File: src/pkg/ipc_map.vh
// Constants for the interrupt priority controller
`ifndef IPC_MAP_VH
`define IPC_MAP_VH
`define IPC_NUM_SRC        54
`define IPC_NUM_PRI        41
`define IPC_NUM_TRAP       4
`define IPC_PC_W           24
`define IPC_VEC_BASE       24'h000004
`define IPC_VEC_END        24'h0000FE
`define IPC_VEC_ENTRIES    63
`define IPC_ALT_OFFSET     24'h000080
`define IPC_FIRST_IRQ_VEC  6'h08
`define IPC_TIMED_DISABLE_MAX_LVL   4'h6
`define IPC_LVL_NMI_BASE   4'h8
`define IPC_ECR_NESTING_DISABLE     15
`define IPC_GCR2_TIMED_DISABLE      14
`define IPC_GCR2_ALTIVT    15
`define IPC_ECR_ADDRERR    3
`define IPC_TRAP_ADDRERR   2
`define IPC_FLAG_RST       16'h0000
`define IPC_PRI_RST        3'h4
`endif

File: src/ipc_ctrl.v
// Interrupt priority controller: flags, enables, levels, arbitration, vectors
`timescale 1ns/100ps
`include "ipc_map.vh"

// What this block does
// - Arbitrate 54 sources and 4 traps by priority
// - Vector loads PC via 24-bit path
// - Tables start at addresses 0x000004 and 0x000084
// - Hardware sets flags, only software clears
// - Flags set regardless of enable bit
// - Request needs its enable bit set
// - Writable priority per 41 entries
// - CPU level four bits, split across registers
// - Source levels 1 to 7, seven highest
// - Level zero never interrupts
// - Nesting disable blocks new interrupts while servicing
// - Level bits read-only while nesting disabled
// - Trap flags and table select controls
// - Timed disable blocks levels six and below
// - PC loaded from the source's vector entry
// - 63 entries from 0x000004 to 0x0000FE
// - Plain (non-vector) fetch from vector space raises address trap
// - Jump into vector space raises address trap
// - Natural order only breaks equal-level ties
// - Number 0 highest, 53 lowest
module ipc_ctrl #(
    parameter NSRC = `IPC_NUM_SRC,
    parameter NPRI = `IPC_NUM_PRI
) (
    input  wire                  core_clk_i,
    input  wire                  nrst_i,
    input  wire [NSRC-1:0]       src_event_i,      // One-cycle request events
    input  wire [NSRC-1:0]       flag_clr_i,       // Software clear strobes
    input  wire [NSRC-1:0]       enable_i,         // Per-source enable bits
    input  wire                  pri_wr_i,         // Priority write strobe
    input  wire [5:0]            pri_idx_i,        // Entry being written
    input  wire [2:0]            pri_val_i,        // Level written
    input  wire                  ipl_wr_i,         // CPU level write strobe
    input  wire [3:0]            ipl_val_i,        // CPU level written
    input  wire                  nesting_disable_i,
    input  wire                  alt_table_sel_i,
    input  wire [`IPC_NUM_TRAP-1:0] trap_event_i,  // Trap sources, 0 highest
    input  wire [`IPC_NUM_TRAP-1:0] trap_clr_i,
    input  wire                  timed_disable_start_i,     // Timed disable issued
    input  wire [13:0]           timed_disable_count_i,
    input  wire                  instr_retire_i,   // One instruction done
    input  wire                  ack_i,            // Core takes the request
    input  wire                  service_done_i,   // Return from interrupt
    input  wire [`IPC_PC_W-1:0]  fetch_pc_i,
    input  wire                  fetch_valid_i,
    input  wire                  vector_fetch_i,   // Fetch is a vector read
    input  wire                  goto_valid_i,
    input  wire [`IPC_PC_W-1:0]  goto_target_i,
    input  wire                  vec_wr_i,         // Vector table loader
    input  wire [6:0]            vec_wr_addr_i,
    input  wire [`IPC_PC_W-1:0]  vec_wr_data_i,
    output reg  [NSRC-1:0]       flags_o,
    output reg  [3:0]            cpu_priority_level_o,
    output reg  [`IPC_NUM_TRAP-1:0] trap_flags_o,
    output wire                  timed_disable_active_o,
    output reg                   irq_o,
    output reg  [5:0]            irq_num_o,
    output reg  [3:0]            irq_lvl_o,
    output reg                   pc_load_o,
    output reg  [`IPC_PC_W-1:0]  pc_vector_o
);
    // Request flags and levels
    reg  [NSRC-1:0]  flag_next;
    reg  [3*NPRI-1:0] pri_reg;
    reg  [13:0]      timed_disable_cnt_reg;
    reg              in_service_reg;
    reg  [5:0]       take_vec_reg;     // Vector number being fetched
    reg              fetch_pend_reg;   // Memory read outstanding
    wire [`IPC_PC_W-1:0] mem_rd;

    // Priority of one source, zero for unimplemented entries
    function [2:0] src_pri;
        input [5:0] n;
        input [3*NPRI-1:0] p;
        begin
            if (n < NPRI) begin
                src_pri = p[n*3 +: 3];
            end else begin
                src_pri = 3'h0;
            end
        end
    endfunction

    // Address inside vector space
    function in_vec_space;
        input [`IPC_PC_W-1:0] a;
        begin
            in_vec_space = (a >= `IPC_VEC_BASE) && (a <= `IPC_VEC_END);
        end
    endfunction

    // Vector number of a presented request.
    // Traps carry their index in the inverted low bits of their level,
    // so the vector follows the level that was presented and taken,
    // not whatever the arbiter sees in a later cycle.
    // Sources sit a fixed distance above the trap vectors.
    function [5:0] vec_of;
        input [3:0] lvl;
        input [5:0] num;
        begin
            if (lvl >= `IPC_LVL_NMI_BASE) begin
                vec_of = {4'h0, ~lvl[1:0]} + 6'h01;
            end else begin
                vec_of = num + `IPC_FIRST_IRQ_VEC;
            end
        end
    endfunction

    // Flag update: set wins over clear
    // An event and a clear strobe in the same cycle leave the flag set,
    // so a request that arrives while software is clearing the previous
    // one is never lost. Events are counted as levels: a source that
    // holds its event high keeps re-arming its flag every cycle.
    always @* begin
        flag_next = (flags_o & ~flag_clr_i) | src_event_i;
    end

    // Flag registers
    always @(posedge core_clk_i or negedge nrst_i) begin
        if (!nrst_i) begin
            flags_o <= {NSRC{1'b0}};
        end else begin
            flags_o <= flag_next;
        end
    end

    // Priority entries, writable per entry
    // Three bits per entry, packed side by side. Writes to an index
    // beyond the implemented entries are dropped, and sources above
    // that index read as level zero, which keeps them out of arbitration.
    always @(posedge core_clk_i or negedge nrst_i) begin
        if (!nrst_i) begin
            pri_reg <= {NPRI{`IPC_PRI_RST}};
        end else if (pri_wr_i && (pri_idx_i < NPRI)) begin
            pri_reg[pri_idx_i*3 +: 3] <= pri_val_i;
        end
    end

    // Address error detection
    // A plain fetch inside vector space means the program counter ran
    // somewhere it should never be; vector reads by the core itself are
    // excused. A jump whose target lands in the table is caught as well.
    wire addr_err = (fetch_valid_i && !vector_fetch_i && in_vec_space(fetch_pc_i))
                  || (goto_valid_i && in_vec_space(goto_target_i));

    // Trap flags: set wins over clear
    always @(posedge core_clk_i or negedge nrst_i) begin
        if (!nrst_i) begin
            trap_flags_o <= {`IPC_NUM_TRAP{1'b0}};
        end else begin
            trap_flags_o <= (trap_flags_o & ~trap_clr_i) | trap_event_i
                          | ({{(`IPC_NUM_TRAP-1){1'b0}}, addr_err} << `IPC_TRAP_ADDRERR);
        end
    end

    // Timed disable countdown
    // Loaded by the timed disable instruction, counted down once per
    // retired instruction, and stopped at zero. A new start reloads it
    // even while a previous count is still running.
    always @(posedge core_clk_i or negedge nrst_i) begin
        if (!nrst_i) begin
            timed_disable_cnt_reg <= 14'h0000;
        end else if (timed_disable_start_i) begin
            timed_disable_cnt_reg <= timed_disable_count_i;
        end else if (instr_retire_i && (timed_disable_cnt_reg != 14'h0000)) begin
            timed_disable_cnt_reg <= timed_disable_cnt_reg - 14'h0001;
        end
    end

    assign timed_disable_active_o = (timed_disable_cnt_reg != 14'h0000);

    // Arbitration of traps and sources
    // Traps always outrank maskable sources: their levels sit above the
    // highest source level. Among sources the highest assigned level wins,
    // and equal levels fall to the lowest interrupt number. The winner is
    // then held against the CPU level, the timed disable floor and the
    // nesting lock before it may be presented.
    reg       best_found;
    reg [5:0] best_num;
    reg [2:0] best_pri;
    reg       trap_found;
    reg [1:0] trap_num;
    reg [3:0] cand_lvl;
    reg       cand_ok;
    integer   i;
    always @* begin
        best_found = 1'b0;
        best_num   = 6'h00;
        best_pri   = 3'h0;
        trap_found = 1'b0;
        trap_num   = 2'h0;
        // Traps ahead of sources, lowest trap first
        for (i = `IPC_NUM_TRAP - 1; i >= 0; i = i - 1) begin
            if (trap_flags_o[i]) begin
                trap_found = 1'b1;
                trap_num   = i[1:0];
            end
        end
        // Scan from 53 down so lower numbers win ties
        for (i = NSRC - 1; i >= 0; i = i - 1) begin
            // Equal or higher level replaces, so an equal level ends on the lower number
            if (flags_o[i] && enable_i[i] && (src_pri(i[5:0], pri_reg) != 3'h0)
                && (src_pri(i[5:0], pri_reg) >= best_pri)) begin
                best_found = 1'b1;
                best_num   = i[5:0];
                best_pri   = src_pri(i[5:0], pri_reg);
            end
        end
        // Levels 1..7 compared as plain numbers
        cand_lvl = trap_found ? (`IPC_LVL_NMI_BASE + {2'b00, ~trap_num}) : {1'b0, best_pri};
        cand_ok  = (trap_found || best_found) && (cand_lvl > cpu_priority_level_o);
        // Timed disable masks levels six and below
        if (timed_disable_active_o && (cand_lvl <= `IPC_TIMED_DISABLE_MAX_LVL)) begin
            cand_ok = 1'b0;
        end
        // No new processing while servicing with nesting off
        if (nesting_disable_i && in_service_reg) begin
            cand_ok = 1'b0;
        end
    end

    // Request presented to the core
    // The request drops in the cycle after it is taken and stays down
    // while the vector is being fetched, so the core never sees a second
    // request before the first has loaded its vector.
    always @(posedge core_clk_i or negedge nrst_i) begin
        if (!nrst_i) begin
            irq_o     <= 1'b0;
            irq_num_o <= 6'h00;
            irq_lvl_o <= 4'h0;
        end else begin
            irq_o     <= cand_ok && !ack_i && !fetch_pend_reg;
            irq_num_o <= best_num;
            irq_lvl_o <= cand_lvl;
        end
    end

    // CPU level: written by software, raised on acknowledge
    // Taking a request lifts the CPU level to the level of that request,
    // which masks equal and lower requests during its service. A software
    // write in the same cycle as a take loses to the take.
    always @(posedge core_clk_i or negedge nrst_i) begin
        if (!nrst_i) begin
            cpu_priority_level_o <= 4'h0;
        end else if (ack_i && irq_o) begin
            cpu_priority_level_o <= irq_lvl_o;
        end else if (ipl_wr_i && !nesting_disable_i) begin
            // Four-bit level, split in software view
            cpu_priority_level_o <= ipl_val_i;
        end
    end

    // Service tracking and vector fetch sequencing
    // The vector number is captured from the presented level and number
    // at the edge on which the core takes the request.
    always @(posedge core_clk_i or negedge nrst_i) begin
        if (!nrst_i) begin
            in_service_reg <= 1'b0;
            fetch_pend_reg <= 1'b0;
            take_vec_reg   <= 6'h00;
        end else begin
            fetch_pend_reg <= ack_i && irq_o;
            if (ack_i && irq_o) begin
                in_service_reg <= 1'b1;
                take_vec_reg   <= vec_of(irq_lvl_o, irq_num_o);
            end else if (service_done_i) begin
                in_service_reg <= 1'b0;
            end
        end
    end

    // Tables start at 0x000004; word index = vector number
    // Alternate table in upper half of store
    // The store read is issued on the taking edge itself, so its
    // registered output already holds the vector one edge later, when
    // the load pulse is launched. Later cycles keep the captured number.
    wire       take_now    = ack_i && irq_o;   // Request taken at this edge
    wire [5:0] rd_vec      = take_now ? vec_of(irq_lvl_o, irq_num_o) : take_vec_reg;
    wire [6:0] vec_rd_addr = {alt_table_sel_i, rd_vec};

    ipc_vec_mem #(
        .AW (7),
        .DW (`IPC_PC_W)
    ) u_vec_mem (
        .core_clk_i (core_clk_i),
        .wr_en_i    (vec_wr_i),
        .wr_addr_i  (vec_wr_addr_i),
        .wr_data_i  (vec_wr_data_i),
        .rd_addr_i  (vec_rd_addr),
        .rd_data_o  (mem_rd)
    );

    // PC load path from the vector store
    // The load pulse lasts one cycle and carries the vector word beside it;
    // the core must take the address in that cycle.
    always @(posedge core_clk_i or negedge nrst_i) begin
        if (!nrst_i) begin
            pc_load_o   <= 1'b0;
            pc_vector_o <= 24'h000000;
        end else begin
            pc_load_o   <= fetch_pend_reg;
            pc_vector_o <= mem_rd;
        end
    end
endmodule // ipc_ctrl

File: src/ipc_vec_mem.v
// Vector table store: 128 words of 24 bits, registered read
`timescale 1ns/100ps
module ipc_vec_mem #(
    parameter AW = 7,
    parameter DW = 24
) (
    input  wire          core_clk_i,
    input  wire          wr_en_i,
    input  wire [AW-1:0] wr_addr_i,
    input  wire [DW-1:0] wr_data_i,
    input  wire [AW-1:0] rd_addr_i,
    output reg  [DW-1:0] rd_data_o
);
    // Storage array
    reg [DW-1:0] mem [0:(1<<AW)-1];

    // Write port and registered read port
    always @(posedge core_clk_i) begin
        if (wr_en_i) begin
            mem[wr_addr_i] <= wr_data_i;
        end
        rd_data_o <= mem[rd_addr_i];
    end
endmodule // ipc_vec_mem

File: config.mk
export PLATFORM = sky130hd
export DESIGN_NAME = ipc_ctrl
export DESIGN_NICKNAME = d
export VERILOG_FILES = /design/src/ipc_ctrl.v /design/src/ipc_vec_mem.v
export VERILOG_INCLUDE_DIRS = /design/src /design/src/pkg
export SDC_FILE = /design/constraint.sdc
export NUM_CORES = 2
export LEC_CHECK = 0
export BUFFER_PORTS_ARGS = -buffer_cell sky130_fd_sc_hd__buf_2
export CORE_MARGIN = 2
export CORE_UTILIZATION = 30
export DETAILED_ROUTE_END_ITERATION = 10
export PLACE_DENSITY = 0.54
export SYNTH_ARGS = -nofsm -noshare
export SYNTH_HDL_FRONTEND = slang
export SYNTH_SLANG_ARGS = --single-unit
File: constraint.sdc
create_clock -name core_clk_i -period 134.1 [get_ports core_clk_i]
set_input_delay 13.41 -clock core_clk_i [delete_from_list [all_inputs] [get_ports core_clk_i]]
set_output_delay 13.41 -clock core_clk_i [all_outputs]
set_load 0.1 [all_outputs]
# ---- Word-level counts from Yosys, hierarchy flattened
# Memories as Yosys holds them, arrays and structs flattened. A register that Yosys moved wholly into a read port is not among the register bits.
# Cells that the tools add are included.
dict set report word_totals {
  ff_bits 243
  ramBits 3072
  output_inout_bits 99
  word_cells 413
  mem_count 1
}
dict set report op_classes {
  n_addsub 5
  n_mul 1
  order_cmp 49
  n_shift 2
  n_mux 145
  bitwise_logic 9
  reduce_logical 188
}
# memory words width read_ports rd_clocked_by_memory_dff write_ports line_no
set memory_table {}
lappend memory_table {u_vec_mem.mem 128 24 1 1 1 ipc_vec_mem.v:15} ;# reg [DW-1:0] mem [0:(1<<AW)-1];
# op count
set ops {}
lappend ops {{$mux 6} 43}
lappend ops {{$logic_and 1x1->1} 137}
lappend ops {{$bwmux 123} 1}
lappend ops {{$mux 3} 41}
lappend ops {{$reduce_bool 3->1} 41}
lappend ops {{$shift 3x34->123 const A} 1}
lappend ops {{$shiftx 3x34->123} 1}
lappend ops {{$ge 3x3->1} 40}
lappend ops {{$and 54x54->54} 1}
lappend ops {{$not 54->54} 1}
lappend ops {{$or 54x54->54} 1}
lappend ops {{$mux 1} 51}
lappend ops {{$ge 24x3->1 const B} 2}
lappend ops {{$le 24x8->1 const B} 2}
lappend ops {{$neg 8->34} 1}
lappend ops {{$mux 14} 2}
lappend ops {{$reduce_bool 14->1} 1}
lappend ops {{$sub 14x1->14 const B} 1}
lappend ops {{$mux 4} 3}
lappend ops {{$mul 6x2->8 const B} 1}
lappend ops {{$mux 2} 4}
lappend ops {{$add 6x4->6 const B} 1}
lappend ops {{$lt 6x6->1 const B} 1}
lappend ops {{$reduce_bool 2->1} 3}
lappend ops {{13 further kinds} 18}

# ---- Logic depth before layout (Yosys ltp)
dict set report depth {
  word_depth 131
  ltp_mapped 280
  mapped_depth_nobuf 279
}

# ---- Modules after synthesis
# Synthesis repeated with hierarchy kept, for this count alone.
dict set report hier_totals {
  hier_cells 6379
  area_unflattened_um2 133799.6
}
# mod n_inst cells_each area_per_inst_um2
set by_module_without_submodules {}
lappend by_module_without_submodules {ipc_vec_mem 1 4538 117381.3}
lappend by_module_without_submodules {ipc_ctrl 1 1841 16418.2}

# ---- Worst setup path after synthesis
# OpenSTA, ideal clock, no wires.
dict set report synth_path {
  kind {input to register}
  from {in enable_i[40]}
  to {reg irq_o}
  setup_ns 0.101
  arrival_time_ns 64.878
  required_time_ns 133.999
  setup_slack_ns 69.121
  cell_stages 267
  n_path_buf 1
  path_cell_list {nand3_1 -> ha_1 -> a21oi_1 -> o21ai_2 -> nand2_1 -> mux2_2 -> ha_1 -> nand2b_1 -> o211ai_1 -> a41oi_2 -> a21oi_4 -> nand2_1 -> o21ai_0 -> ha_1 -> nand2b_1 -> a221oi_1 -> or3_1 -> nand2_1 -> [... 231 more ...] -> a211oi_4 -> nor3_1 -> nor2_1 -> ha_1 -> nand2b_1 -> a21o_1 -> a21oi_1 -> nor2_1 -> nor2_1 -> a32oi_1 -> o31ai_1 -> ha_1 -> nor2b_1 -> o21a_1 -> o21ai_0 -> nand2b_1 -> nand4_1 -> nor4_1}
}
dict set report synth_between {
  elab_chain_len 131
}
# item line_no
set synth_rtl {}
lappend synth_rtl {{from (decl)} ipc_ctrl.v:34} ;# input wire [NSRC-1:0] enable_i,
lappend synth_rtl {{$logic_and 1x1->1 * (2 in series)} ipc_ctrl.v:207} ;# if (flags_o[i] && enable_i[i] && (src_pri(i[5:0], pri_reg) != 3'h0)
lappend synth_rtl {{$logic_and 1x1->1 *} ipc_ctrl.v:208} ;# && (src_pri(i[5:0], pri_reg) >= best_pri)) begin
lappend synth_rtl {{$mux 3 *} ipc_ctrl.v:207}
lappend synth_rtl {{$ge 3x3->1} ipc_ctrl.v:208}
lappend synth_rtl {{$logic_and 1x1->1} ipc_ctrl.v:208}
lappend synth_rtl {{$mux 3 *} ipc_ctrl.v:207}
lappend synth_rtl {{$ge 3x3->1} ipc_ctrl.v:208}
lappend synth_rtl {{$logic_and 1x1->1} ipc_ctrl.v:208}
lappend synth_rtl {{[... 114 more ...]} --}
lappend synth_rtl {{$mux 3 *} ipc_ctrl.v:207}
lappend synth_rtl {{$mux 4 *} ipc_ctrl.v:215} ;# cand_lvl = trap_found ? (`IPC_LVL_NMI_BASE + {2'b00, ~trap_num}) : {1'b0, best_pri};
lappend synth_rtl {{named net cand_lvl[1]} ipc_ctrl.v:188} ;# reg [3:0] cand_lvl;
lappend synth_rtl {{$gt 4x4->1 / $le 4x3->1 (equally long branches)} --}
lappend synth_rtl {{$logic_and 1x1->1, on equally long branches} {ipc_ctrl.v:216, ipc_ctrl.v:218}}
lappend synth_rtl {{$mux 1 *} ipc_ctrl.v:218} ;# if (timed_disable_active_o && (cand_lvl <= `IPC_TIMED_DISABLE_MAX_LVL)) begin
lappend synth_rtl {{$mux 1 *} ipc_ctrl.v:222} ;# if (nesting_disable_i && in_service_reg) begin
lappend synth_rtl {{$logic_and 1x1->1 * (2 in series)} ipc_ctrl.v:237} ;# irq_o <= cand_ok && !ack_i && !fetch_pend_reg;
lappend synth_rtl {{to (signal assigned)} ipc_ctrl.v:237}
lappend synth_rtl {{to (decl)} ipc_ctrl.v:61} ;# output reg irq_o,
# Mark *: on every way through the listed nets, which the timed path passes. The rest lies on a longest branch.
# A chain may end at the register's enable or synchronous reset.

# ---- Worst setup path after layout
# Ends and elaborated chain as after synthesis.

==> impl_metrics.ini <==
[clock_tree]
clock-sinks = 3339
root_buffer = clkbuf_16
clk_pin_slew_ns = 0.06
ctsLongestPathBuffers = 4
ctsHoldBuffers = 0
h-tree-depth = 5
cts_inserted_buffers = 357
cts_tree = done
clk_latency_ns = 0.96
postCtsSetupBuffers = 0
cts_resized = 0

[synthesis]
async_flop_share_pct = 7.28
synth_top_area_cell = edfxtp_1
synth_top_area_share_pct = 68.2
yosysSeqAreaShare_pct = 73.0
synthCells = 7565
synth-warning-count = 0
ys_ff_latch = 3339
synth_cell_types = 119
synth_edf_count = 3072
synthesis.area_um2 = 135000
synth_flop_cell = edfxtp_1
yosys-top-cells-area = edfxtp_1, mux4_2, dfrtp_1
syn_area_per_cell_um2 = 17.9
synth_nets = 7912

[setup_path]
worstPathRequired_ns = 134.91
worstPathMaxFanout = 10
cpPeakStageDelay_ns = 0.66
path_class = in2reg
worst_setup_path_start_kind = input port
worst_path_most_repeated_cell = ha_1
slowest_stage = a311oi_1
reg2reg_depth = 270
arrival_ns = 72.52
endpoint_kind = flop

[timing]
max_clock_freq_mhz = 13.9
worstMarginPinSlew_ns = 1.29
hold_ws_ns = 0.327
relSlewSlack_pct = 13.9
skew_ns = 0.0933
final_hold_viol_count = 0
period_needed_ns = 71.71
setup_viol = 0
maxSlewViolCount = 0
fin_crit_sh_pct = 53.5
rsz0062_at_grt = false
setup_tns_ns = 0

[drt]
wl_met2_mm = 191
wl_per_cell_um = 27.5
dr.first_iter.drc_count = 8038
wl_mm = 397
drt-vias-per-instance = 5.18
drc = 0
detail-route-antenna-nets = 1
wl_met3_mm = 26.5
dr.max_layer_used = met5
vias = 74700
wirelength_met1_mm = 166
dr.pass1.iters = 6

[global_route]
grt_overflow_total = 0
grt_pass1_wl_mm = 557
antenna_found_initial = 59
grt_use_total_pct = 16.9
grt_max_degree = 159
grt_pass1_vias = 74800

[final_layout]
final_cell_mix = edfxtp_1, nand2_1, mux4_2
fillCellCount = 42100
final_util_pct = 35.0
final_layout_size_suffix_gt1_share_pct = 26.5
largest_reg_flops = 3072
area_growth_pct = 16.0
nets = 8507
mostFrequentLayoutCell = edfxtp_1

[power_and_ir_drop]
irDropWorstVdd_v = 0.0000180
p_per_area_nw_per_um2 = 17.8
p_leak_nw = 51.3

[outcome]
violations = antenna violations
status = complete, but fails checks

[die]
die_x_um = 676
pin_count = 389
start_util_pct = 30.1
die_area_um2 = 457000
dieHeight_um = 676
rows = 246
core-area_um2 = 449000

[worst_hold_path]
min_path_cells = 0
hold_path_class = reg2reg

[flow_run]
maxCapViolations = 0

[placed_design]
dp_hpwl_mm = 240
port_buffers = 375
gp_congestion = 0.851
[logic make-up after synthesis]
family / Yosys count / synth area share [%]
compound gates: 809 / 4.37
xor+xnor: 17 / 0.110
fa+ha+maj: 76 / 0.667
buf+inv: 522 / 1.46
flops: 3339 / 73.0
mux: 926 / 14.1
simple gates: 1876 / 6.28
[per-layer routing]
| metal | up-vias | global-route usage, % |
|---|---|---|
| met4 | 16 | 5.61 |
| met1 | 39600 | 22.8 |
| met5 | - | 0 |
| met2 | 2823 | 27.7 |
| li1 | 31700 | - |
| met3 | 576 | 2.72 |
[synth_stat cells, types with 47 or more instances]
| cell type | n |
|---|---|
| nand2_1 | 939 |
| o21ai_0 | 131 |
| dfrtp_1 | 202 |
| mux4_2 | 768 |
| a211oi_1 | 56 |
| mux2_2 | 115 |
| a21o_1 | 72 |
| and3_1 | 161 |
| a311oi_1 | 104 |
| clkbuf_1 | 246 |
| nand2b_1 | 47 |
| a21oi_1 | 124 |
| buf_1 | 126 |
| nor2_1 | 276 |
| inv_1 | 146 |
| a31oi_1 | 48 |
| edfxtp_1 | 3072 |
| nand3_1 | 231 |
| ha_1 | 57 |
[critical path, delay by kind of cell]
kind	cells	cell delay [ns]
muxes	9	3.31
buffers and inverters	3	0.26
adders and majority gates	58	17.16
and+or+nand+nor	96	15.26
AOI/OAI and AO/OA	105	23.08
[path summary, 6_finish.rpt]
path                                         from  slack (ns)                        to
max in group asynchronous                  nrst_i      120.07  timed_disable_cnt_reg[3]
max                                  enable_i[40]       62.39                     irq_o
min in group asynchronous                  nrst_i       12.49               flags_o[53]
max reg2reg                          pri_reg[122]       74.47                     irq_o
min                        u_vec_mem.rd_data_o[1]        0.33            pc_vector_o[1]
min reg2reg                u_vec_mem.rd_data_o[1]        0.33            pc_vector_o[1]
[metrics by stage]
stage | std cells | cell area [um2] | setup slack, ns | total power [W]
3_3_place_gp | 13800 | 146000 | 62.19 | 0.00187
4_1_cts | 14400 | 157000 | 62.82 | 0.00282
3_5_place_dp | 13800 | 146000 | 62.08 | 0.00187
5_1_grt | 14400 | 157000 | 57.59 | 0.00290
6_report | 14400 | 157000 | 62.39 | 0.00279
2_1_floorplan | 7565 | 135000 | 69.12 | 0.00168
[cell type report]
cell class                      count  area [um2]  area share, %
Antenna cell                       49         123         0.0781
Clock inverter                    180        1560          0.995
Tap cell                         5952        7450           4.74
Inverter                          148         568          0.362
Timing Repair Buffer              610        3840           2.45
Clock buffer                      458        9590           6.11
Sequential cell                  3339       98900           63.0
Multi-Input combinational cell   3704       35000           22.3
[report_power, final]
group / total (W) / internal, W / switching, W / leakage (nW)
Clock: 0.000949 / 0.000537 / 0.000412 / 5.45
Sequential: 0.00117 / 0.00116 / 0.0000120 / 30.7
Combinational: 0.000673 / 0.000289 / 0.000384 / 15.1
Total: 0.00279 / 0.00198 / 0.000808 / 51.3
(Power assumes the default switching activity.)
